`config.mk`:
```
export PLATFORM = sky130hd
export DESIGN_NAME = lpm_ctrl
export DESIGN_NICKNAME = d
export VERILOG_FILES = /design/src/common/lpm_pkg.sv /design/src/design/lpm_ctrl.sv
export SDC_FILE = /design/constraint.sdc
export NUM_CORES = 1
export LEC_CHECK = 0
export BUFFER_PORTS_ARGS = -buffer_cell sky130_fd_sc_hd__buf_2
export CAP_MARGIN = 40
export CORE_MARGIN = 3
export CORE_UTILIZATION = 43
export DETAILED_ROUTE_END_ITERATION = 6
export PLACE_DENSITY_LB_ADDON = 0.08
export SLEW_MARGIN = 40
export SYNTH_ARGS = -nofsm -noshare
export SYNTH_HDL_FRONTEND = slang
export SYNTH_SLANG_ARGS = --single-unit
```
`constraint.sdc`:
```
create_clock -name aclk -period 1.75 [get_ports aclk]
set_input_delay 0.4375 -clock aclk [delete_from_list [all_inputs] [get_ports aclk]]
set_output_delay 0.4375 -clock aclk [all_outputs]
set_load 0.05 [all_outputs]
```
`src/common/lpm_pkg.sv`:
```
// lpm_pkg: register map, field positions and encodings of the low-power mode controller
// assumes a 32-bit axi4-lite slave with word-aligned registers
// Summary of operation
// - mode-select pin low at reset gives debug halt
// - debug halt suspends cpu, waits debug commands
// - non-intrusive debug commands accepted in run and halt
// - cpu-register, step, resume commands only in halt
// - wait stops cpu clock and clears interrupt mask
// - any interrupt restarts cpu from wait
// - during wait only halt and status-access commands
// - status-access in wait or stop returns error
// - halt request wakes wait into debug halt
// - stop with stop disabled raises illegal-opcode reset
// - stop mode chosen by debug, detector, powerdown priority
// - every stop halts bus and cpu clocks
// - shallow stop retains all state
// - shallow stop left on reset or listed interrupts
// - pin reset fetches reset vector, interrupt its vector
// - detector enabled for stop keeps regulator, shallow stop
// - debug enabled keeps debug clocks, forces shallow stop
// - halt request wakes stop into debug halt
// - deep stop latches pins, powers down logic
// - deep stop left on reset, low wake pin, rtc
// - deep stop wake acts as power-on reset
// - recovery flag and latches hold until acknowledge
// - acknowledge opens pin latches
package lpm_pkg;
  localparam logic [7:0] ctrl_addr    = 8'h00;
  localparam logic [7:0] status_addr  = 8'h04;
  localparam logic [7:0] ack_addr     = 8'h08;
  // control bit positions
  localparam int stop_enable_pos      = 0;
  localparam int debug_enable_pos     = 1;
  localparam int volt_detect_pos      = 2;
  localparam int volt_detect_stop_pos = 3;
  localparam int partial_pd_pos       = 4;
  localparam logic [4:0] ctrl_reset   = 5'h00;
  localparam int ack_pos              = 0;
  // wake sources of shallow stop
  localparam int wake_rtc   = 0;
  localparam int wake_usb   = 1;
  localparam int wake_low_volt   = 2;
  localparam int wake_adc        = 3;
  localparam int wake_irq        = 4;
  localparam int wake_keyboard   = 5;
  localparam int wake_serial     = 6;
  localparam int wake_comparator = 7;
  localparam int wake_width = 8;
  // debug command classes
  localparam logic [2:0] cmd_mem        = 3'h0;
  localparam logic [2:0] cmd_mem_status = 3'h1;
  localparam logic [2:0] cmd_dbg_reg    = 3'h2;
  localparam logic [2:0] cmd_halt       = 3'h3;
  localparam logic [2:0] cmd_cpu_reg    = 3'h4;
  localparam logic [2:0] cmd_step       = 3'h5;
  localparam logic [2:0] cmd_resume     = 3'h6;
  localparam logic [1:0] resp_ok        = 2'h0;
  localparam logic [1:0] resp_refused   = 2'h1;
  localparam logic [1:0] resp_stopwait  = 2'h2;
  localparam logic [1:0] axi_okay       = 2'h0;
  localparam logic [1:0] axi_slverr     = 2'h2;
  typedef enum logic [2:0] {
    st_run, st_halt, st_wait, st_shallow, st_deep
  } lpm_state_t;
endpackage

```
`src/design/lpm_ctrl.sv`:
```
// lpm_ctrl: run, debug halt, wait and stop sequencing with pin latch control
// assumes aresetn is the deep-stop power-on style reset; wake pins come from outside
`timescale 1ns/1ps
module lpm_ctrl (
  input  wire logic        aclk,
  input  wire logic        aresetn,
  input  wire logic [7:0]  s_axi_awaddr,
  input  wire logic        s_axi_awvalid,
  output logic             s_axi_awready,
  input  wire logic [31:0] s_axi_wdata,
  input  wire logic [3:0]  s_axi_wstrb,
  input  wire logic        s_axi_wvalid,
  output logic             s_axi_wready,
  output logic [1:0]       s_axi_bresp,
  output logic             s_axi_bvalid,
  input  wire logic        s_axi_bready,
  input  wire logic [7:0]  s_axi_araddr,
  input  wire logic        s_axi_arvalid,
  output logic             s_axi_arready,
  output logic [31:0]      s_axi_rdata,
  output logic [1:0]       s_axi_rresp,
  output logic             s_axi_rvalid,
  input  wire logic        s_axi_rready,
  input  wire logic        debug_mode_select_pin,
  input  wire logic        wait_exec,
  input  wire logic        stop_exec,
  input  wire logic        irq_pending,
  input  wire logic        pin_reset_n,
  input  wire logic        external_interrupt_pin,
  input  wire logic [7:0]  wake_src,
  input  wire logic        rtc_wake_en,
  input  wire logic        powerdown_wake,
  input  wire logic        dbg_cmd_valid,
  input  wire logic [2:0]  dbg_cmd,
  output logic             dbg_cmd_exec,
  output logic             dbg_mem_access,
  output logic [1:0]       dbg_resp,
  output logic             cpu_run,
  output logic             cpu_clk_en,
  output logic             bus_clk_en,
  output logic             debug_clk_en,
  output logic             regulator_full,
  output logic             clear_int_mask,
  output logic             take_irq_vector,
  output logic             illegal_op_reset,
  output logic             deep_power_off,
  output logic             pin_latch_hold,
  output logic             low_trip_reset_en
);
  lpm_pkg::lpm_state_t state_ff, nxt_state;
  logic [4:0] ctrl_ff;
  logic       ack_ff, recov_ff, latch_ff, strap_ff, stop_regfull_ff, stop_dbg_ff;
  logic [2:0] rst_pin_s, irqp_s, rtc_s;
  logic [7:0] wake_s1, wake_s2, wake_s3;
  logic       aw_ff, w_ff, bvalid_ff, rvalid_ff;
  logic [7:0] awaddr_ff;
  logic [31:0] wdata_ff, rdata_ff;
  logic [1:0]  bresp_ff, rresp_ff;
  logic        dbg_exec_ff, mem_acc_ff;
  logic [1:0]  dbg_resp_ff;
  logic        out_ill_ff, out_irqv_ff, out_clrmask_ff;

  // synchronisers: second and third stage agree before use
  always_ff @(posedge aclk) begin
    if (!aresetn) begin
      rst_pin_s <= 3'h7;
      irqp_s    <= 3'h7;
      rtc_s     <= 3'h0;
      wake_s1   <= 8'h00;
      wake_s2   <= 8'h00;
      wake_s3   <= 8'h00;
    end else begin
      rst_pin_s <= {rst_pin_s[1:0], pin_reset_n};
      irqp_s    <= {irqp_s[1:0], external_interrupt_pin};
      rtc_s     <= {rtc_s[1:0], wake_src[lpm_pkg::wake_rtc]};
      wake_s1   <= wake_src;
      wake_s2   <= wake_s1;
      wake_s3   <= wake_s2;
    end
  end

  wire       pin_rst_evt = !rst_pin_s[1] && !rst_pin_s[2];
  wire       irq_low     = !irqp_s[1] && !irqp_s[2];
  wire       rtc_evt     = rtc_s[1] && rtc_s[2] && rtc_wake_en;
  wire [7:0] wake_ok     = wake_s2 & wake_s3;
  wire       shallow_wake = |wake_ok;

  // stop mode selection
  wire stop_en   = ctrl_ff[lpm_pkg::stop_enable_pos];
  wire dbg_en    = ctrl_ff[lpm_pkg::debug_enable_pos];
  wire volt_stop = ctrl_ff[lpm_pkg::volt_detect_pos] && ctrl_ff[lpm_pkg::volt_detect_stop_pos];
  wire pd_sel    = ctrl_ff[lpm_pkg::partial_pd_pos];
  wire pick_deep = !dbg_en && !volt_stop && pd_sel;

  wire is_halt  = state_ff == lpm_pkg::st_halt;
  wire is_run   = state_ff == lpm_pkg::st_run;
  wire is_wait  = state_ff == lpm_pkg::st_wait;
  wire is_stop  = state_ff == lpm_pkg::st_shallow || state_ff == lpm_pkg::st_deep;

  // debug command classification
  wire cmd_nonintr = dbg_cmd == lpm_pkg::cmd_mem || dbg_cmd == lpm_pkg::cmd_mem_status ||
                     dbg_cmd == lpm_pkg::cmd_dbg_reg || dbg_cmd == lpm_pkg::cmd_halt;
  wire cmd_active  = dbg_cmd == lpm_pkg::cmd_cpu_reg || dbg_cmd == lpm_pkg::cmd_step ||
                     dbg_cmd == lpm_pkg::cmd_resume;
  wire dbg_link    = is_run || is_halt || is_wait || (state_ff == lpm_pkg::st_shallow && stop_dbg_ff);
  wire low_pw_st   = is_wait || is_stop;
  wire cmd_ok      = dbg_cmd_valid && dbg_link &&
                     ((!low_pw_st && cmd_nonintr) || (is_halt && cmd_active) ||
                      (low_pw_st && dbg_cmd == lpm_pkg::cmd_halt));
  wire status_err  = dbg_cmd_valid && dbg_link && low_pw_st &&
                     dbg_cmd == lpm_pkg::cmd_mem_status;
  wire halt_req    = cmd_ok && dbg_cmd == lpm_pkg::cmd_halt;
  wire resume_req  = cmd_ok && dbg_cmd == lpm_pkg::cmd_resume;

  always_comb begin
    nxt_state = state_ff;
    unique case (state_ff)
      lpm_pkg::st_run: begin
        if (halt_req) begin
          nxt_state = lpm_pkg::st_halt;
        end else if (wait_exec) begin
          nxt_state = lpm_pkg::st_wait;
        end else if (stop_exec && stop_en) begin
          nxt_state = pick_deep ? lpm_pkg::st_deep : lpm_pkg::st_shallow;
        end
      end
      lpm_pkg::st_halt: begin
        if (resume_req) begin
          nxt_state = lpm_pkg::st_run;
        end
      end
      lpm_pkg::st_wait: begin
        if (halt_req) begin
          nxt_state = lpm_pkg::st_halt;
        end else if (irq_pending) begin
          nxt_state = lpm_pkg::st_run;
        end
      end
      lpm_pkg::st_shallow: begin
        if (halt_req && stop_dbg_ff) begin
          nxt_state = lpm_pkg::st_halt;
        end else if (shallow_wake) begin
          nxt_state = lpm_pkg::st_run;
        end
      end
      lpm_pkg::st_deep: begin
        nxt_state = lpm_pkg::st_deep;  // left through deep_wake or aresetn
      end
    endcase
  end

  wire deep_entry = is_run && stop_exec && stop_en && pick_deep;
  wire deep_wake  = state_ff == lpm_pkg::st_deep && (pin_rst_evt || irq_low || rtc_evt);
  wire ill_stop   = is_run && !halt_req && !wait_exec && stop_exec && !stop_en;

  // axi4-lite handshakes
  wire aw_take = s_axi_awvalid && !aw_ff && !bvalid_ff;
  wire w_take  = s_axi_wvalid && !w_ff && !bvalid_ff;
  wire wr_go   = aw_ff && w_ff && !bvalid_ff;
  wire ar_take = s_axi_arvalid && !rvalid_ff;
  wire wr_ctrl = wr_go && awaddr_ff == lpm_pkg::ctrl_addr;
  wire wr_ack  = wr_go && awaddr_ff == lpm_pkg::ack_addr && wdata_ff[lpm_pkg::ack_pos];
  wire wr_hit  = awaddr_ff == lpm_pkg::ctrl_addr || awaddr_ff == lpm_pkg::ack_addr;
  wire rd_hit  = s_axi_araddr == lpm_pkg::ctrl_addr || s_axi_araddr == lpm_pkg::status_addr ||
                 s_axi_araddr == lpm_pkg::ack_addr;
  wire [31:0] status_word = {24'h000000, low_trip_reset_en, latch_ff, recov_ff,
                             strap_ff, 1'b0, state_ff};
  wire [31:0] rd_word = s_axi_araddr == lpm_pkg::ctrl_addr   ? {27'h0000000, ctrl_ff} :
                        s_axi_araddr == lpm_pkg::status_addr ? status_word : 32'h00000000;

  always_ff @(posedge aclk) begin
    if (!aresetn) begin
      aw_ff     <= 1'b0;
      w_ff      <= 1'b0;
      bvalid_ff <= 1'b0;
      rvalid_ff <= 1'b0;
      awaddr_ff <= 8'h00;
      wdata_ff  <= 32'h00000000;
      rdata_ff  <= 32'h00000000;
      bresp_ff  <= 2'h0;
      rresp_ff  <= 2'h0;
    end else begin
      if (aw_take) begin
        aw_ff     <= 1'b1;
        awaddr_ff <= s_axi_awaddr;
      end
      if (w_take) begin
        w_ff     <= 1'b1;
        wdata_ff <= s_axi_wstrb[0] ? s_axi_wdata : 32'h00000000;
      end
      if (wr_go) begin
        aw_ff     <= 1'b0;
        w_ff      <= 1'b0;
        bvalid_ff <= 1'b1;
        bresp_ff  <= wr_hit ? lpm_pkg::axi_okay : lpm_pkg::axi_slverr;
      end else if (bvalid_ff && s_axi_bready) begin
        bvalid_ff <= 1'b0;
      end
      if (ar_take) begin
        rvalid_ff <= 1'b1;
        rdata_ff  <= rd_word;
        rresp_ff  <= rd_hit ? lpm_pkg::axi_okay : lpm_pkg::axi_slverr;
      end else if (rvalid_ff && s_axi_rready) begin
        rvalid_ff <= 1'b0;
      end
    end
  end

  // control state, strap capture and deep-stop recovery
  always_ff @(posedge aclk) begin
    if (!aresetn) begin
      state_ff        <= lpm_pkg::st_halt;
      ctrl_ff         <= lpm_pkg::ctrl_reset;
      strap_ff        <= 1'b0;
      ack_ff          <= 1'b0;
      recov_ff        <= 1'b0;
      latch_ff        <= 1'b0;
      stop_regfull_ff <= 1'b0;
      stop_dbg_ff     <= 1'b0;
    end else begin
      if (!strap_ff) begin
        strap_ff <= 1'b1;
        state_ff <= debug_mode_select_pin ? lpm_pkg::st_run : lpm_pkg::st_halt;
      end else if (deep_wake) begin
        strap_ff <= 1'b0;
        state_ff <= lpm_pkg::st_halt;
      end else if (pin_rst_evt && is_stop) begin
        state_ff <= lpm_pkg::st_run;
      end else begin
        state_ff <= nxt_state;
      end
      if (deep_wake) begin
        ctrl_ff <= lpm_pkg::ctrl_reset;
      end else if (wr_ctrl) begin
        ctrl_ff <= wdata_ff[4:0];
      end
      if (!ack_ff && strap_ff) begin
        ack_ff   <= 1'b1;
        recov_ff <= powerdown_wake;
        latch_ff <= powerdown_wake;
      end else if (deep_wake) begin
        recov_ff <= 1'b1;
        latch_ff <= 1'b1;
      end else if (deep_entry) begin
        latch_ff <= 1'b1;
      end else if (wr_ack) begin
        recov_ff <= 1'b0;
        latch_ff <= 1'b0;
      end
      if (is_run && stop_exec && stop_en) begin
        stop_regfull_ff <= dbg_en || volt_stop;
        stop_dbg_ff     <= dbg_en;
      end
    end
  end

  // pulse outputs and debug response
  always_ff @(posedge aclk) begin
    if (!aresetn) begin
      dbg_exec_ff    <= 1'b0;
      mem_acc_ff     <= 1'b0;
      dbg_resp_ff    <= lpm_pkg::resp_ok;
      out_ill_ff     <= 1'b0;
      out_irqv_ff    <= 1'b0;
      out_clrmask_ff <= 1'b0;
    end else begin
      dbg_exec_ff    <= cmd_ok;
      mem_acc_ff     <= cmd_ok && (dbg_cmd == lpm_pkg::cmd_mem ||
                        dbg_cmd == lpm_pkg::cmd_mem_status);
      dbg_resp_ff    <= status_err ? lpm_pkg::resp_stopwait :
                        (dbg_cmd_valid && !cmd_ok) ? lpm_pkg::resp_refused : lpm_pkg::resp_ok;
      out_ill_ff     <= ill_stop;
      out_irqv_ff    <= (is_wait && !halt_req && irq_pending) ||
                        (state_ff == lpm_pkg::st_shallow && !(halt_req && stop_dbg_ff) &&
                         shallow_wake && !pin_rst_evt);
      out_clrmask_ff <= is_run && wait_exec && !halt_req;
    end
  end

  assign s_axi_awready     = aw_take;
  assign s_axi_wready      = w_take;
  assign s_axi_bvalid      = bvalid_ff;
  assign s_axi_bresp       = bresp_ff;
  assign s_axi_arready     = ar_take;
  assign s_axi_rvalid      = rvalid_ff;
  assign s_axi_rdata       = rdata_ff;
  assign s_axi_rresp       = rresp_ff;
  assign dbg_cmd_exec      = dbg_exec_ff;
  assign dbg_mem_access    = mem_acc_ff;
  assign dbg_resp          = dbg_resp_ff;
  assign cpu_run           = is_run;
  assign cpu_clk_en        = is_run || is_halt;
  assign bus_clk_en        = !is_stop;
  assign debug_clk_en      = !is_stop || stop_dbg_ff;
  assign regulator_full    = !is_stop || stop_regfull_ff;
  assign clear_int_mask    = out_clrmask_ff;
  assign take_irq_vector   = out_irqv_ff;
  assign illegal_op_reset  = out_ill_ff;
  assign deep_power_off    = state_ff == lpm_pkg::st_deep;
  assign pin_latch_hold    = latch_ff;
  assign low_trip_reset_en = recov_ff;

endmodule // lpm_ctrl

```
# Word level (Yosys, flattened, before mapping)
# Index checks and enable logic that the tools add are counted.
# word_totals
elab_cells,188
input_bits,79
out_inout_bits,56
reg_bits,107
# classes
eq_ne,18
muxes,34
reduce_logical,104
n_bitwise,2
# op_table
operator,n
1-bit logical AND,50
3-bit 2-to-1 mux,12
1-bit logical OR,21
1-bit zero test,19
8-bit by 4-bit == test with 1-bit output (second input constant),2
8-bit zero test,2
8-bit 2-to-1 mux,2
1-bit 2-to-1 mux,15
3-bit one-hot mux with 5 select lines,1
3-bit by 2-bit == test with 1-bit output (second input constant),4
3-bit == test (second input constant),4
8-bit AND,1
8-bit by 3-bit == test with 1-bit output (second input constant),1
8-bit OR reduction,1
7-bit by 3-bit != test with 1-bit output (second input constant),1
3-bit by 1-bit == test with 1-bit output (second input constant),2
3-bit zero test,2
2-bit 2-to-1 mux,3
6-bit by 3-bit != test with 1-bit output (second input constant),1
6-bit by 5-bit != test with 1-bit output (second input constant),1
2-bit OR reduction,3
5-bit 2-to-1 mux,1
5-bit by 2-bit != test with 1-bit output (second input constant),1
4-bit AND reduction,1
other kinds (6),7

# Logic depth before layout (Yosys ltp)
# depth
word_depth,15
ltp_mapped,6
depth_no_buf,5

# Worst setup path after synthesis
# No wires, ideal clock.
# synth_timing
kind,flip-flop to output port
start,register state_ff[1]
end,output debug_clk_en
t_arrival_ns,2.908
required_time_ns,1.312
slack_ns,-1.595
path_buffers,1
stages_incl_launch_ff,5
path_cell_list,dfxtp_1 > buf_6 > nor3b_1 > a21oi_1 > or2_2
# synth_via
elab_chain_len,4
word_cells_on_any_way,5
classes_between,eq/ne (2); reduce/logical (3)
# synth_rtl
item,line,source
from (decl),lpm_ctrl.sv:50,"lpm_pkg::lpm_state_t state_ff, nxt_state;"
from (signal assigned),lpm_ctrl.sv:212,state_ff <= lpm_pkg::st_halt;
from (signal assigned),lpm_ctrl.sv:223,state_ff <= debug_mode_select_pin ? lpm_pkg::st_run : lpm_pkg::st_halt;
from (signal assigned),lpm_ctrl.sv:226,state_ff <= lpm_pkg::st_halt;
3-bit == test,n/a,
net deep_power_off,lpm_ctrl.sv:46,"output logic deep_power_off,"
1-bit logical OR,lpm_ctrl.sv:98,wire is_stop = state_ff == lpm_pkg::st_shallow || state_ff == lpm_pkg::st_deep;
1-bit zero test,lpm_ctrl.sv:294,assign debug_clk_en = !is_stop || stop_dbg_ff;
net bus_clk_en,lpm_ctrl.sv:40,"output logic bus_clk_en,"
1-bit logical OR,lpm_ctrl.sv:294,
to (decl),lpm_ctrl.sv:41,"output logic debug_clk_en,"
# The timed path passes the listed nets, and every way through them passes these cells.

# Worst setup path after layout
# layout_timing
start,register state_ff[1]
end,output regulator_full
# layout_via
elab_chain_len,4
word_cells_on_any_way,5
classes_between,eq/ne (2); reduce/logical (3)
# layout_rtl
item,line,source
3-bit by 2-bit == test with 1-bit output or 3-bit == test (tied branches),lpm_ctrl.sv:98,
1-bit logical OR (*),lpm_ctrl.sv:98,
1-bit zero test (*),lpm_ctrl.sv:295,assign regulator_full = !is_stop || stop_regfull_ff;
1-bit logical OR (*),lpm_ctrl.sv:295,
to (decl),lpm_ctrl.sv:42,"output logic regulator_full,"
# Mark *: on every way between the ends. The rest lies on a longest branch, timed or not.

==> impl_metrics.py <==
metrics = {
    "critical_path": {
        "rr_startpoint": "state_ff[2]",
        "cp-start-kind": "flip-flop",
        "critPathKind": "reg2out",
        "r2r_end": "state_ff[1]",
        "cp.required_ns": 1.31,
        "worst-path-max-fanout": 4,
        "r2r_cells": 6,
        "crit_chain": "buf_6 > nor3b_4 > a21oi_4 > or2_4 > buf_8",
        "crit_path_max_incr_delay_ns": 0.37,
        "critPathArrivalTime_ns": 1.50,
        "critPathCaptureType": "primary output",
        "reg2reg_slack_ns": -0.04,
        "crit_path_top_delay_cell": "dfxtp_4",
    },
    "detailed_routing": {
        "drc": 0,
        "drt_iter0_drc": 86,
        "antenna_left": 0,
        "via_count": 2609,
        "wl_per_cell_um": 12.5,
        "totalWireLength_mm": 6.92,
        "routed_via_density": 4.69,
        "dr.pass1.iters": 4,
    },
    "clock_network": {
        "cts_buffers": 9,
        "root_buffer": "clkbuf_8",
        "clkTransAtPathRegs_ns": 0.08,
        "clkSinkCount": 77,
        "clock_latency_ns": 0.34,
        "htreeDepth": 3,
        "cts_hold_buf": 0,
        "tritoncts": "done",
        "clockBufferDepth": 2,
    },
    "floorplanning": {
        "start_util_pct": 45.4,
        "rows": 30,
        "die_w_um": 91.6,
        "core_um2": 6940,
        "floorplan.die_area_um2": 8390,
        "die-height_um": 91.6,
        "pin_count": 135,
    },
    "global_route": {
        "first_global_vias": 2529,
        "grt_max_degree": 29,
        "antenna_found_initial": 0,
        "grt_usage_pct": 16.8,
        "gr-total-overflow": 0,
        "grt_pass1_wl_mm": 11.4,
    },
    "timing": {
        "slew_viol_final": 0,
        "setup_ws_ns": -0.183,
        "fmax_mhz": 517,
        "period_share_pct": 110,
        "fin_worst_skew_ns": 0.00927,
        "whs_ns": 0.277,
        "grt_setup_unrepaired": "true",
        "setup_tns_ns": -0.639,
        "setup-violations-final": 6,
        "min_period_ns": 1.93,
        "hold_violations": 0,
    },
    "cells_and_area": {
        "synthToLayoutAreaGrowth_pct": 35.2,
        "n_antenna_cell": 0,
        "nNetsFinal": 535,
        "fillCellCount": 638,
        "multi_input_area_um2": 1540,
        "seqCellArea_um2": 1550,
        "drive_gt1_share_pct": 37.2,
        "fin_area_um2": 4260,
    },
    "min_path": {
        "whs_path_depth": 2,
        "hp-class": "in2reg",
        "hp-start": "external_interrupt_pin",
        "hold_end": "irqp_s[0]",
    },
    "flow_run": {
        "drv_cap": 0,
    },
    "run_status": {
        "failed_checks": "negative setup slack",
        "status": "finished, violations left",
    },
    "synthesis": {
        "synth_seq_cells": 77,
        "synthFlopType": "dfxtp_1",
        "synth_edf_count": 0,
        "yosysSeqAreaShare_pct": 48.9,
        "netlist_instances": 338,
        "synthArstFlopShare_pct": 0,
        "synth.distinct_cells": 48,
        "ys_warn_count": 0,
        "avgSynthCellArea_um2": 9.32,
        "mappedNetlistArea_um2": 3150,
    },
    "pwr": {
        "power_density_nw_per_um2": 908,
        "p_leak_uw": 0.00189,
        "irDropWorstVdd_uv": 482,
    },
    "placement": {
        "gp_congestion": 0.846,
        "placed_area_um2": 3770,
        "portBuffers": 78,
        "dp_slack_ns": -0.189,
        "dpl.hpwl_mm": 5.04,
    },
}
==> worst max-delay path by stage <==
stage	startpoint	endpoint	slack, ns	cells after the start
finish	state_ff[1]	regulator_full	-0.18	5
global route	state_ff[1]	regulator_full	-0.22	5
CTS	state_ff[1]	regulator_full	-0.19	5
detailed placement	dbg_cmd[2]	state_ff[1]	-0.19	6
global placement	dbg_cmd[2]	state_ff[1]	-0.17	6
floorplan	state_ff[1]	debug_clk_en	-0.26	4
==> metrics by stage <==
stage                     cells  util [%]  power [µW]
after floorplan             363         -        2330
after global placement      530      54.3        2430
after detailed placement    530      54.3        2440
after CTS                   553      60.0        3890
after global routing        556      61.3        4040
final                       556      61.3        3870
==> cells in the mapped netlist, drive strengths merged, types with 4 or more instances <==
| cell type | instances | share of area, % |
|---|---|---|
| mux2 | 4 | 1.4 |
| nor4 | 4 | 1.3 |
| clkbuf | 9 | 1.1 |
| nand4b | 5 | 1.4 |
| a22oi | 9 | 2.1 |
| nor3b | 5 | 1.4 |
| buf | 31 | 7.3 |
| nand2 | 17 | 2.0 |
| nand2b | 10 | 2.0 |
| inv | 8 | 0.95 |
| dfxtp | 77 | 49 |
| a21oi | 14 | 2.2 |
| o21ai | 6 | 0.95 |
| and2 | 24 | 4.8 |
| nand3 | 9 | 1.4 |
| mux2i | 14 | 4.4 |
| nor3 | 7 | 1.1 |
| nor2 | 44 | 5.2 |
==> cell type report <==
| cell class | count | area share (%) |
|---|---|---|
| multi-input cells | 238 | 36.1 |
| flip-flops and latches | 77 | 36.5 |
| repair buffers | 122 | 18.8 |
| clock inverters | 4 | 1.70 |
| clock buffers | 11 | 3.32 |
| inverters | 8 | 0.705 |
| well taps | 96 | 2.82 |
==> registers in the layout (all words and copies together) (netlist names), 2 cells and up <==
name         flops
rst_pin_s        3
dbg_resp         2
s_axi_rdata      7
wake_s1          7
wdata_ff         5
state_ff         3
wake_s3          8
irqp_s           3
ctrl_ff          5
wake_s2          7
rtc_s            2
awaddr_ff        8
==> routing by layer <==
metal  track usage [%]  routed length, µm
met1              21.0               3130
met2              27.4               3310
met3              5.22                401
met4              5.53                 80
met5                 0                  0
==> kinds of logic (layout without fill, tap and decap cells) <==
group	count (synthesis)	after routing	share of synthesized area [%]
other	1	26	0.119
xor gates and xnor gates	3	3	0.834
DFF	77	77	48.9
and+or+nand+nor	142	142	24.5
buffers and inverters	48	145	9.34
AOI/OAI and AO/OA	49	49	10.4
muxes	18	18	5.88
==> placed cells by master, fill, tap and decap left out, types with 3 or more instances in the layout <==
cell type  Yosys  routed
dfxtp_1       77      73
buf_2          1      70
nor2_1        44      41
buf_4         28      41
conb_1         1      26
and2_1        24      24
nand2_1       17      16
mux2i_1       14      14
a21oi_1       14      13
nand2b_1      10      10
clkbuf_8       0      10
nand3_1        9       9
inv_1          8       8
a22oi_1        9       8
buf_6          1       7
o21ai_0        6       6
nor3_1         7       5
nand4b_1       5       5
mux2_2         4       4
a32oi_1        3       3
nand3b_1       3       3
o22ai_1        3       3
buf_8          0       3
dfxtp_4        0       3
==> power by group <==
part	switching, µW	leakage, µW	total [µW]	internal, µW
Clock	608	0.000105	1440	832
Combinational	375	0.00115	566	191
Sequential	41.0	0.000632	1860	1820
Total	1020	0.00189	3870	2840
==> worst max-delay path: cells and delay by family, from the launching register on <==
| family | cells | cell delay, ns |
|---|---|---|
| and+or+nand+nor | 2 | 0.46 |
| AOI/OAI and AO/OA | 1 | 0.06 |
| buffers and inverters | 2 | 0.26 |
| DFF | 1 | 0.37 |
==> what timing repair did <==
action                                  4_1_cts  5_1_grt
pin swaps                                     7        3
gates cloned                                  0        0
setup buffers                                10        5
resized for setup                            32       17
endpoints found under the setup margin       10       11
No activity file was read; power rests on OpenSTA's default activity.
